File: config.mk
export PLATFORM = sky130hd
export DESIGN_NAME = cd_serial_sector_input
export DESIGN_NICKNAME = d
export VERILOG_FILES = /design/src/inc/cd_input_pkg.sv /design/src/hw/pin_sync.sv /design/src/hw/serial_capture.sv /design/src/hw/cd_serial_sector_input.sv
export SDC_FILE = /design/constraint.sdc
export NUM_CORES = 1
export LEC_CHECK = 0
export ABC_AREA = 1
export BUFFER_PORTS_ARGS = -buffer_cell sky130_fd_sc_hd__buf_2
export CELL_PAD_IN_SITES_DETAIL_PLACEMENT = 1
export CELL_PAD_IN_SITES_GLOBAL_PLACEMENT = 1
export CORE_AREA = 2 2 174 193
export CTS_BUF_LIST = sky130_fd_sc_hd__clkbuf_4 sky130_fd_sc_hd__clkbuf_8
export CTS_CLUSTER_DIAMETER = 30
export DETAILED_ROUTE_END_ITERATION = 8
export DIE_AREA = 0 0 176 195
export PLACE_DENSITY = 0.87
export SLEW_MARGIN = 20
export SYNTH_ARGS = -nofsm -noshare
export SYNTH_HDL_FRONTEND = slang
export SYNTH_SLANG_ARGS = --single-unit
export TNS_END_PERCENT = 1
File: constraint.sdc
create_clock -name clk_i -period 2.9 [get_ports clk_i]
set_clock_uncertainty 0.1 [all_clocks]
set_input_delay 0.145 -clock clk_i [delete_from_list [all_inputs] [get_ports clk_i]]
set_output_delay 0.145 -clock clk_i [all_outputs]
set_load 0.02 [all_outputs]
File: src/inc/cd_input_pkg.sv
// Function
// - sync search selects sector mode, else audio
// - audio mode forwards samples to audio output
// - byte error flag used only in sector mode
// - data bit order configurable, msb or lsb
// - error flag order configurable like data
// - word sync delimits words, polarity selects left
// - accept 32, 48 or 64 bit clocks
// - mode 2 form 2 parsed without correction
// - mode 1, form 1 corrected when MPEG idle
// - mode 0 discarded, resume at next sync
// - Q-erasure, then P-erasure, then P-check
// - sub-header stored at fixed host-readable locations
// - mode byte must be 0x00, 0x01, 0x02
// - mode 2 file, channel, submode, coding stored
// - constant bit clock up to core/6
// - burst bit clock needs 3+3 core clocks
// - correction only while MPEG decoding inactive
// - reference timer counts audio master clock rising edges
// - host may force mode and data type
// - interface defaults at reset, changeable afterwards
package cd_input_pkg;

  localparam logic [7:0] CTRL_OFFSET = 8'h00;
  localparam logic [7:0] CONFIG_OFFSET = 8'h04;
  localparam logic [7:0] STATUS_OFFSET = 8'h08;
  localparam logic [7:0] SCR_OFFSET = 8'h0c;
  localparam logic [7:0] COUNT_OFFSET = 8'h10;
  localparam logic [7:0] HDR_BASE = 8'h20;
  localparam logic [7:0] HDR_LAST = 8'h3c;

  localparam logic [15:0] SYNC_FIRST_WORD = 16'hff00;
  localparam logic [15:0] SYNC_MID_WORD = 16'hffff;
  localparam logic [15:0] SYNC_LAST_WORD = 16'h00ff;
  localparam logic [2:0] SYNC_LAST_POS = 3'h5;

  localparam logic [10:0] USER_START_M1 = 11'h002;
  localparam logic [10:0] USER_START_M2 = 11'h006;
  localparam logic [10:0] SECTOR_END = 11'h491;
  localparam logic [11:0] NOSYNC_WORDS = 12'h930;

  localparam logic [7:0] MODE0 = 8'h00;
  localparam logic [7:0] MODE1 = 8'h01;
  localparam logic [7:0] MODE2 = 8'h02;
  localparam int FORM2_BIT = 5;

  localparam logic [8:0] ECC_PHASE_CYCLES = 9'h100;
  localparam logic [11:0] ECC_MAX_ERASURES = 12'h002;

  // last member lands in bit 0 of the register
  typedef struct packed {
    logic ecc_en;
    logic force_sector;
    logic force_en;
  } ctrl_s;

  typedef struct packed {
    logic left_when_high;
    logic err_msb_first;
    logic data_msb_first;
  } cfg_s;

  typedef struct packed {
    logic [15:0] data;
    logic [1:0] err;
    logic left;
  } word_s;

  localparam ctrl_s CTRL_RESET = '{force_en: 1'b0, force_sector: 1'b0, ecc_en: 1'b1};
  localparam cfg_s CFG_RESET = '{data_msb_first: 1'b1, err_msb_first: 1'b1, left_when_high: 1'b1};

  typedef enum logic [1:0] {ST_HUNT, ST_HEADER, ST_DATA} parse_e;
  typedef enum logic [1:0] {ECC_IDLE, ECC_Q_ERASE, ECC_P_ERASE, ECC_P_CHECK} ecc_e;

endpackage

File: src/hw/pin_sync.sv
`timescale 1ns/100ps
module pin_sync #(
  parameter int WIDTH = 1
) (
  input wire logic clk_i, // core clock
  input wire logic rst_i, // sync reset
  input wire logic [WIDTH-1:0] async_i, // pins from outside
  output logic [WIDTH-1:0] sync_o // synchronised levels
);
  logic [WIDTH-1:0] meta_reg;

  always_ff @(posedge clk_i) begin
    if (rst_i) begin
      meta_reg <= '0;
      sync_o <= '0;
    end else begin
      meta_reg <= async_i;
      sync_o <= meta_reg;
    end
  end
endmodule

File: src/hw/serial_capture.sv
`timescale 1ns/100ps
module serial_capture (
  input wire logic clk_i, // core clock
  input wire logic rst_i, // sync reset
  input wire logic serial_bit_clock_i, // bit clock pin
  input wire logic serial_bit_input_i, // data pin
  input wire logic byte_error_flag_input_i, // error flag pin
  input wire logic channel_word_sync_i, // word sync pin
  input wire cd_input_pkg::cfg_s cfg_i, // order and polarity
  output cd_input_pkg::word_s word_o, // captured word
  output logic word_valid_o // one-cycle pulse
);
  import cd_input_pkg::*;

  logic [3:0] pins;
  logic bck_d_reg;
  logic sync_d_reg;
  logic primed_reg;
  logic [15:0] data_sr_reg;
  logic [15:0] err_sr_reg;
  logic bck_rise;

  // two flops on every pin; edges are found on the clean copy only
  pin_sync #(.WIDTH(4)) u_pins (
    .clk_i(clk_i),
    .rst_i(rst_i),
    .async_i({channel_word_sync_i, byte_error_flag_input_i, serial_bit_input_i, serial_bit_clock_i}),
    .sync_o(pins)
  );

  // needs the bit clock high and low for at least 3 core clocks each
  assign bck_rise = pins[0] & ~bck_d_reg;

  always_ff @(posedge clk_i) begin
    if (rst_i) begin
      bck_d_reg <= 1'b0;
    end else begin
      bck_d_reg <= pins[0];
    end
  end

  always_ff @(posedge clk_i) begin
    if (rst_i) begin
      data_sr_reg <= 16'h0000;
      err_sr_reg <= 16'h0000;
    end else if (bck_rise) begin
      data_sr_reg <= cfg_i.data_msb_first ? {data_sr_reg[14:0], pins[1]} : {pins[1], data_sr_reg[15:1]};
      err_sr_reg <= cfg_i.err_msb_first ? {err_sr_reg[14:0], pins[2]} : {pins[2], err_sr_reg[15:1]};
    end
  end

  // the last 16 bits before a sync change form the word, so longer slots just shift out padding
  always_ff @(posedge clk_i) begin
    if (rst_i) begin
      sync_d_reg <= 1'b0;
      primed_reg <= 1'b0;
      word_o <= '0;
      word_valid_o <= 1'b0;
    end else begin
      word_valid_o <= 1'b0;
      if (bck_rise) begin
        sync_d_reg <= pins[3];
        primed_reg <= 1'b1;
        if (primed_reg && (pins[3] != sync_d_reg)) begin
          word_o.data <= data_sr_reg;
          word_o.err <= {|err_sr_reg[15:8], |err_sr_reg[7:0]};
          word_o.left <= (sync_d_reg == cfg_i.left_when_high);
          word_valid_o <= 1'b1;
        end
      end
    end
  end
endmodule

File: src/hw/cd_serial_sector_input.sv
// Design decisions made here: the address map and the Wishbone register port.
`timescale 1ns/100ps
module cd_serial_sector_input (
  input wire logic clk_i, // core clock, 125 MHz
  input wire logic rst_i, // sync reset, active high
  input wire logic wb_cyc_i, // wishbone cycle
  input wire logic wb_stb_i, // wishbone strobe
  input wire logic wb_we_i, // wishbone write
  input wire logic [7:0] wb_adr_i, // byte address
  input wire logic [3:0] wb_sel_i, // byte lanes
  input wire logic [31:0] wb_dat_i, // write data
  output logic [31:0] wb_dat_o, // read data
  output logic wb_ack_o, // acknowledge
  input wire logic serial_bit_clock_i, // disc bit clock
  input wire logic serial_bit_input_i, // disc serial data
  input wire logic byte_error_flag_input_i, // per-byte error flag
  input wire logic channel_word_sync_i, // left/right word sync
  input wire logic audio_master_clock_i, // audio master clock
  input wire logic mpeg_decoding_i, // MPEG decoder busy
  output logic [15:0] audio_data_o, // pass-through sample
  output logic audio_left_o, // sample is left channel
  output logic audio_valid_o, // sample strobe
  output logic [15:0] sector_data_o, // user data word
  output logic [1:0] sector_err_o, // byte error flags of word
  output logic sector_valid_o, // user data strobe
  output logic sector_done_o // end of sector pulse
);
  import cd_input_pkg::*;

  ////////////////////////////////////////////////////////////////////////
  // declarations

  ctrl_s ctrl_reg;
  cfg_s cfg_reg;
  word_s word;
  logic word_valid;
  logic sector_mode;
  logic auto_sector_reg;
  logic [11:0] nosync_cnt_reg;
  logic [2:0] sync_pos_reg;
  logic [15:0] sync_expect;
  logic sync_match;
  logic sync_hit;
  parse_e state_reg;
  logic [10:0] wcnt_reg;
  logic [7:0] mode_reg;
  logic form2_reg;
  logic [10:0] user_start;
  logic [1:0] err_used;
  logic [7:0] hdr_mem [0:7];
  logic [11:0] erasure_cnt_reg;
  logic [15:0] sector_cnt_reg;
  ecc_e ecc_state_reg;
  logic [8:0] ecc_cnt_reg;
  logic ecc_pending_reg;
  logic ecc_fail_reg;
  logic ecc_needed;
  logic [0:0] amclk_sync;
  logic amclk_d_reg;
  logic [31:0] scr_reg;
  logic wb_req;
  logic [31:0] rd_next;

  ////////////////////////////////////////////////////////////////////////
  // serial capture

  serial_capture u_capture (
    .clk_i(clk_i),
    .rst_i(rst_i),
    .serial_bit_clock_i(serial_bit_clock_i),
    .serial_bit_input_i(serial_bit_input_i),
    .byte_error_flag_input_i(byte_error_flag_input_i),
    .channel_word_sync_i(channel_word_sync_i),
    .cfg_i(cfg_reg),
    .word_o(word),
    .word_valid_o(word_valid)
  );

  ////////////////////////////////////////////////////////////////////////
  // sync search and mode selection

  always_comb begin
    if (sync_pos_reg == 3'h0) begin
      sync_expect = SYNC_FIRST_WORD;
    end else if (sync_pos_reg == SYNC_LAST_POS) begin
      sync_expect = SYNC_LAST_WORD;
    end else begin
      sync_expect = SYNC_MID_WORD;
    end
  end

  assign sync_match = (word.data == sync_expect);
  assign sync_hit = word_valid & sync_match & (sync_pos_reg == SYNC_LAST_POS);

  // search runs in both modes so that audio mode can fall back into sector mode
  always_ff @(posedge clk_i) begin
    if (rst_i) begin
      sync_pos_reg <= 3'h0;
    end else if (word_valid) begin
      if (sync_match) begin
        sync_pos_reg <= (sync_pos_reg == SYNC_LAST_POS) ? 3'h0 : sync_pos_reg + 3'h1;
      end else begin
        sync_pos_reg <= (word.data == SYNC_FIRST_WORD) ? 3'h1 : 3'h0;
      end
    end
  end

  always_ff @(posedge clk_i) begin
    if (rst_i) begin
      auto_sector_reg <= 1'b0;
      nosync_cnt_reg <= 12'h000;
    end else if (sync_hit) begin
      auto_sector_reg <= 1'b1;
      nosync_cnt_reg <= 12'h000;
    end else if (word_valid) begin
      if (nosync_cnt_reg == NOSYNC_WORDS) begin
        auto_sector_reg <= 1'b0;
      end else begin
        nosync_cnt_reg <= nosync_cnt_reg + 12'h001;
      end
    end
  end

  assign sector_mode = ctrl_reg.force_en ? ctrl_reg.force_sector : auto_sector_reg;

  // flags mean nothing for audio samples
  assign err_used = sector_mode ? word.err : 2'b00;

  ////////////////////////////////////////////////////////////////////////
  // audio pass-through

  always_ff @(posedge clk_i) begin
    if (rst_i) begin
      audio_data_o <= 16'h0000;
      audio_left_o <= 1'b0;
      audio_valid_o <= 1'b0;
    end else begin
      audio_valid_o <= word_valid & ~sector_mode;
      if (word_valid && !sector_mode) begin
        audio_data_o <= word.data;
        audio_left_o <= word.left;
      end
    end
  end

  ////////////////////////////////////////////////////////////////////////
  // sector parser

  assign user_start = (mode_reg == MODE2) ? USER_START_M2 : USER_START_M1;

  always_ff @(posedge clk_i) begin
    if (rst_i) begin
      state_reg <= ST_HUNT;
      wcnt_reg <= 11'h000;
      mode_reg <= MODE0;
      form2_reg <= 1'b0;
    end else if (!sector_mode && !sync_hit) begin
      // the sync that turns auto mode on must also start its sector
      state_reg <= ST_HUNT;
    end else if (word_valid) begin
      case (state_reg)
        ST_HUNT: begin
          if (sync_hit) begin
            state_reg <= ST_HEADER;
            wcnt_reg <= 11'h000;
          end
        end
        ST_HEADER: begin
          wcnt_reg <= wcnt_reg + 11'h001;
          if (wcnt_reg[0]) begin
            mode_reg <= word.data[15:8];
            form2_reg <= 1'b0;
            if (word.data[15:8] == MODE1 || word.data[15:8] == MODE2) begin
              state_reg <= ST_DATA;
            end else begin
              // mode 0 and bad mode bytes drop the sector; the next sync restarts
              state_reg <= ST_HUNT;
            end
          end
        end
        ST_DATA: begin
          wcnt_reg <= wcnt_reg + 11'h001;
          if (wcnt_reg == 11'h003 && mode_reg == MODE2) begin
            form2_reg <= word.data[FORM2_BIT];
          end
          if (wcnt_reg == SECTOR_END) begin
            state_reg <= ST_HUNT;
          end
        end
        default: begin
          state_reg <= ST_HUNT;
        end
      endcase
    end
  end

  // header bytes land two per word: minutes, seconds, frames, mode, then sub-header
  always_ff @(posedge clk_i) begin
    if (rst_i) begin
      for (int i = 0; i < 8; i++) begin
        hdr_mem[i] <= 8'h00;
      end
    end else if (word_valid && sector_mode) begin
      if (state_reg == ST_HEADER) begin
        hdr_mem[{wcnt_reg[1:0], 1'b0}] <= word.data[7:0];
        hdr_mem[{wcnt_reg[1:0], 1'b1}] <= word.data[15:8];
      end else if (state_reg == ST_DATA && mode_reg == MODE2 && wcnt_reg < 11'h004) begin
        hdr_mem[{wcnt_reg[1:0], 1'b0}] <= word.data[7:0];
        hdr_mem[{wcnt_reg[1:0], 1'b1}] <= word.data[15:8];
      end
    end
  end

  always_ff @(posedge clk_i) begin
    if (rst_i) begin
      sector_data_o <= 16'h0000;
      sector_err_o <= 2'b00;
      sector_valid_o <= 1'b0;
      sector_done_o <= 1'b0;
    end else begin
      sector_valid_o <= 1'b0;
      sector_done_o <= 1'b0;
      if (word_valid && sector_mode && state_reg == ST_DATA) begin
        if (wcnt_reg >= user_start) begin
          sector_data_o <= word.data;
          sector_err_o <= err_used;
          sector_valid_o <= 1'b1;
        end
        sector_done_o <= (wcnt_reg == SECTOR_END);
      end
    end
  end

  always_ff @(posedge clk_i) begin
    if (rst_i) begin
      erasure_cnt_reg <= 12'h000;
      sector_cnt_reg <= 16'h0000;
    end else if (word_valid && sector_mode) begin
      if (state_reg == ST_HEADER && !wcnt_reg[0]) begin
        erasure_cnt_reg <= 12'h000;
      end else if (state_reg == ST_DATA) begin
        erasure_cnt_reg <= erasure_cnt_reg + {11'h000, err_used[1]} + {11'h000, err_used[0]};
        if (wcnt_reg == SECTOR_END) begin
          sector_cnt_reg <= sector_cnt_reg + 16'h0001;
        end
      end
    end
  end

  ////////////////////////////////////////////////////////////////////////
  // correction sequencer

  assign ecc_needed = (mode_reg == MODE1) || (mode_reg == MODE2 && !form2_reg);

  // a sector that ends while MPEG runs is passed on uncorrected
  always_ff @(posedge clk_i) begin
    if (rst_i) begin
      ecc_pending_reg <= 1'b0;
    end else if (sector_done_o) begin
      ecc_pending_reg <= ecc_needed & ctrl_reg.ecc_en & ~mpeg_decoding_i;
    end else if (ecc_state_reg != ECC_IDLE) begin
      ecc_pending_reg <= 1'b0;
    end
  end

  always_ff @(posedge clk_i) begin
    if (rst_i) begin
      ecc_state_reg <= ECC_IDLE;
      ecc_cnt_reg <= 9'h000;
      ecc_fail_reg <= 1'b0;
    end else if (mpeg_decoding_i && ecc_state_reg != ECC_IDLE) begin
      ecc_state_reg <= ECC_IDLE;
    end else begin
      case (ecc_state_reg)
        ECC_IDLE: begin
          ecc_cnt_reg <= 9'h000;
          if (ecc_pending_reg) begin
            ecc_state_reg <= ECC_Q_ERASE;
          end
        end
        ECC_Q_ERASE: begin
          ecc_cnt_reg <= ecc_cnt_reg + 9'h001;
          if (ecc_cnt_reg == ECC_PHASE_CYCLES - 9'h001) begin
            ecc_cnt_reg <= 9'h000;
            ecc_state_reg <= ECC_P_ERASE;
          end
        end
        ECC_P_ERASE: begin
          ecc_cnt_reg <= ecc_cnt_reg + 9'h001;
          if (ecc_cnt_reg == ECC_PHASE_CYCLES - 9'h001) begin
            ecc_cnt_reg <= 9'h000;
            ecc_state_reg <= ECC_P_CHECK;
          end
        end
        ECC_P_CHECK: begin
          ecc_cnt_reg <= ecc_cnt_reg + 9'h001;
          if (ecc_cnt_reg == ECC_PHASE_CYCLES - 9'h001) begin
            ecc_fail_reg <= (erasure_cnt_reg > ECC_MAX_ERASURES);
            ecc_state_reg <= ECC_IDLE;
          end
        end
        default: begin
          ecc_state_reg <= ECC_IDLE;
        end
      endcase
    end
  end

  ////////////////////////////////////////////////////////////////////////
  // system clock reference timer

  pin_sync #(.WIDTH(1)) u_amclk (
    .clk_i(clk_i),
    .rst_i(rst_i),
    .async_i(audio_master_clock_i),
    .sync_o(amclk_sync)
  );

  // timer rate tracks the audio master clock, so pitch changes follow it
  always_ff @(posedge clk_i) begin
    if (rst_i) begin
      amclk_d_reg <= 1'b0;
      scr_reg <= 32'h0000_0000;
    end else begin
      amclk_d_reg <= amclk_sync[0];
      if (amclk_sync[0] && !amclk_d_reg) begin
        scr_reg <= scr_reg + 32'h0000_0001;
      end
    end
  end

  ////////////////////////////////////////////////////////////////////////
  // wishbone slave

  assign wb_req = wb_cyc_i & wb_stb_i & ~wb_ack_o;

  always_ff @(posedge clk_i) begin
    if (rst_i) begin
      wb_ack_o <= 1'b0;
    end else begin
      wb_ack_o <= wb_req;
    end
  end

  always_ff @(posedge clk_i) begin
    if (rst_i) begin
      ctrl_reg <= CTRL_RESET;
      cfg_reg <= CFG_RESET;
    end else if (wb_req && wb_we_i && wb_sel_i[0]) begin
      if (wb_adr_i == CTRL_OFFSET) begin
        ctrl_reg <= wb_dat_i[2:0];
      end else if (wb_adr_i == CONFIG_OFFSET) begin
        cfg_reg <= wb_dat_i[2:0];
      end
    end
  end

  always_comb begin
    rd_next = 32'h0000_0000;
    if (wb_adr_i == CTRL_OFFSET) begin
      rd_next[2:0] = ctrl_reg;
    end else if (wb_adr_i == CONFIG_OFFSET) begin
      rd_next[2:0] = cfg_reg;
    end else if (wb_adr_i == STATUS_OFFSET) begin
      rd_next[0] = sector_mode;
      rd_next[1] = (ecc_state_reg != ECC_IDLE);
      rd_next[2] = ecc_fail_reg;
      rd_next[3] = form2_reg;
      rd_next[5:4] = state_reg;
      rd_next[7:6] = ecc_state_reg;
      rd_next[15:8] = mode_reg;
      rd_next[27:16] = erasure_cnt_reg;
    end else if (wb_adr_i == SCR_OFFSET) begin
      rd_next = scr_reg;
    end else if (wb_adr_i == COUNT_OFFSET) begin
      rd_next[15:0] = sector_cnt_reg;
    end else if (wb_adr_i >= HDR_BASE && wb_adr_i <= HDR_LAST && wb_adr_i[1:0] == 2'b00) begin
      rd_next[7:0] = hdr_mem[wb_adr_i[4:2]];
    end
  end

  // unmapped addresses still answer, reading zero and ignoring writes
  always_ff @(posedge clk_i) begin
    if (rst_i) begin
      wb_dat_o <= 32'h0000_0000;
    end else if (wb_req && !wb_we_i) begin
      wb_dat_o <= rd_next;
    end
  end
endmodule

==> out/results.tsv <==
stage	metric	value	unit
synth	synthDistinctLibCells	48	
floorplan	core-area	0.0322	mm^2
synth	syn_nets	1990	
clocking	cts_buffers	74	
clocking	clk_pin_slew_worst_paths	60	ps
routing	drt_iter0_markers	1057	
finish	multi_input_area	0.00657	mm^2
synth	ys_seq_elements	318	
placed_design	dp_hpwl	32700	um
worst_setup_path	path_cells	inv_1 > ha_1 > inv_1 > nor3_2 > nand2_2 > a211oi_4 > nand2_4 > nand2_1 > buf_4	
routing	drc	0	
placed_design	place.gp.congestion	0.922	
floorplan	num_rows	69	
sta	timing.slew.headroom	0.291	
sta	slew_viol_final	0	
clocking	cts_tree	built	
clocking	cts_root_buf	clkbuf_8	
routing	drt_pre_antenna_iters	5	
clocking	clk_latency	620	ps
min_path	hold_path.class	in -> reg	
worst_setup_path	critPathTopFamily	buffers and inverters	
min_path	worstHoldEndpoint	cfg_reg[2]$_SDFFE_PP1P_	
finish	utilization	0.545	
power	peakVddDrop	0.448	mV
sta	finalHoldViolCount	0	
finish	regArea	0.00701	mm^2
routing	ant_nets	0	
routing	totalWireLength	50600	um
power	power_per_cell_area	646	mW/mm^2
synth	synth_edf_count	64	
finish	area_growth	19.9	%
synth	netlist_area	0.0146	mm^2
worst_setup_path	path_class	reg -> reg	
clocking	clock_sinks	318	
routing	wire_per_inst	19.9	um
routing	vias	14498	
routing	drt-vias-per-instance	5.70	
sta	tightestPinTransition	1060	ps
finish	fin_nets	2134	
sta	rsz0062_at_grt	false	
worst_setup_path	crit_top_cell	inv_1	
clocking	clockBufferDepth	3	
worst_setup_path	crit_path_top_delay_cell	a211oi_4	
grt	antenna_found_initial	0	
grt	grt_pass1_wl	81000	um
floorplan	io_pins	126	
worst_setup_path	arrival	2820	ps
synth	postSynth.asyncResetShare	0	
sta	setup_tns	0	ps
synth	ys.flop_type	dfxtp_1	
floorplan	fp.dieH	195	um
worst_setup_path	reg2reg_to	hdr_mem[3][2]$_SDFFCE_PN0P_	
worst_setup_path	crit_fanout	16	
sta	fmax	379	MHz
clocking	h-tree-depth	3	
sta	setup-violations-final	0	
finish	nFillCells	3938	
min_path	worstHoldStart	wb_sel_i[0]	
floorplan	die_w	176	um
synth	syn_inst	1913	
worst_setup_path	path_buf_inv	3	
floorplan	die_area	0.0343	mm^2
finish	largest_reg_flops	64	
run_status	outcome	finished, final reports clean	
power	power.leakage	6.66	nW
floorplan	initial_utilization	0.455	
worst_setup_path	r2r_setup_slack	260	ps
sta	min_period	2640	ps
finish	num_antenna_cells	0	
placed_design	place_ws	177	ps
worst_setup_path	reg2reg_from	state_reg[0]$_SDFFE_PP0P_	
grt	grt_pass1_vias	15318	
synth	avgSynthCellArea	7.65	um^2
synth	yosysSeqAreaShare	0.479	
sta	whs	32.7	ps
worst_setup_path	worst_r2r_path_depth	9	
placed_design	port_buffers	93	
worst_setup_path	critPathMaxStageDelay	510	ps
flow_run	maxCapViolCount	0	
worst_setup_path	endpoint_kind	flop	
min_path	holdPathStages	5	
worst_setup_path	required	3080	ps
sta	period_share	0.909	
sta	setup_slack	263	ps
clocking	post_cts_buffers	0	
grt	overflow	0	
synth	ys_warn_count	0	
grt	track_usage	0.294	
finish	drive_gt1_frac	0.142	
worst_setup_path	start_kind	flop	
grt	grt_max_degree	89	
cells in the final DEF, fill, tap and decap left out, types with 51 or more instances in the layout:
cell type  netlist  final
a21oi_1        250    250
buf_2           11     92
clkbuf_8         0     86
dfxtp_1        254    254
edfxtp_1        64     64
inv_1          180    179
nand2_1        367    366
nand3_1         89     89
nor2_1         219    218
nor3_1          52     51
o21ai_0        135    135
logic make-up after synthesis:
family	after synthesis	share of synthesized area
buffers and inverters	271	0.0736
DFF	318	0.479
and+or+nand+nor	814	0.241
xor gates and xnor gates	35	0.0209
AOI/OAI and AO/OA	452	0.166
adders and majority gates	22	0.0193
muxes	1	0.000684
synth_stat cells (all sizes together) (3+ instances only):
master  count  share of area
clkbuf     60          0.015
o21ai     137          0.047
o21a        6         0.0031
a221oi      3         0.0018
nand2     378           0.10
nand4      39          0.017
a211oi      7         0.0044
nor4       13         0.0066
o211ai     13         0.0067
ha         21          0.018
or2         4         0.0017
o22ai      16         0.0068
inv       184          0.047
buf        20         0.0091
clkinv      7         0.0018
o221ai      7         0.0042
a21oi     250          0.085
nor3b       8         0.0041
xnor2       5         0.0030
xor2       30          0.018
a31oi       7         0.0030
nor2      224          0.059
nor3       55          0.021
nand3      89          0.030
edfxtp     64           0.13
dfxtp     254           0.35
through the flow:
stage / instance area [um^2] / cells / power (mW)
floorplan: 14600 / 1913 / 5.06
global placement: 15600 / 2389 / 5.20
detailed placement: 15600 / 2389 / 5.23
CTS: 17500 / 2545 / 11.4
global route: 17500 / 2545 / 11.7
finish: 17500 / 2545 / 11.3
worst register-to-register path: cells and delay by family (launching register included):
kind	cells	cell delay, ps
and+or+nand+nor	4	540
adders and majority gates	1	250
AOI/OAI and AO/OA	1	510
buffers and inverters	3	580
DFF	1	330
layout make-up:
class,count,area share
Sequential cell,318,0.399
Multi-Input combinational cell,1324,0.374
Clock buffer,98,0.0726
Timing Repair Buffer,148,0.0542
Inverter,191,0.0409
Tap cell,426,0.0304
Clock inverter,40,0.0285
per-layer routing:
metal | global-route usage | part of all wire | vias to the layer above
met5 | 0 | 0 | -
met4 | 0.129 | 0.037 | 0
met3 | 0.0631 | 0.057 | 133
met2 | 0.517 | 0.50 | 479
met1 | 0.343 | 0.41 | 7160
li1 | - | - | 6726
worst max path at each step:
stage                                       endpoint                 startpoint  cells after the start  slack, ps
global route        erasure_cnt_reg[10]$_SDFFE_PP0P_   ctrl_reg[0]$_SDFFE_PP0P_                     15         60
floorplan                hdr_mem[0][0]$_SDFFCE_PN0P_  state_reg[0]$_SDFFE_PP0P_                      9        410
CTS                  erasure_cnt_reg[9]$_SDFFE_PP0P_   ctrl_reg[0]$_SDFFE_PP0P_                     13        140
detailed placement   erasure_cnt_reg[9]$_SDFFE_PP0P_   ctrl_reg[0]$_SDFFE_PP0P_                     13        180
global placement     erasure_cnt_reg[9]$_SDFFE_PP0P_   ctrl_reg[0]$_SDFFE_PP0P_                     13        340
finish                   hdr_mem[3][2]$_SDFFCE_PN0P_  state_reg[0]$_SDFFE_PP0P_                      9        260
what timing repair did:
item,in CTS,in global routing
endpoints found under the hold margin,39,0
gates resized for setup,0,2
setup endpoints to repair,0,4
hold buffers,18,0
where the power goes:
part	switching (mW)	internal [mW]	total (mW)
combinational	0.351	0.159	0.510
sequential	0.0609	4.60	4.67
clock	2.34	3.81	6.15
(Power assumes the default switching activity.)
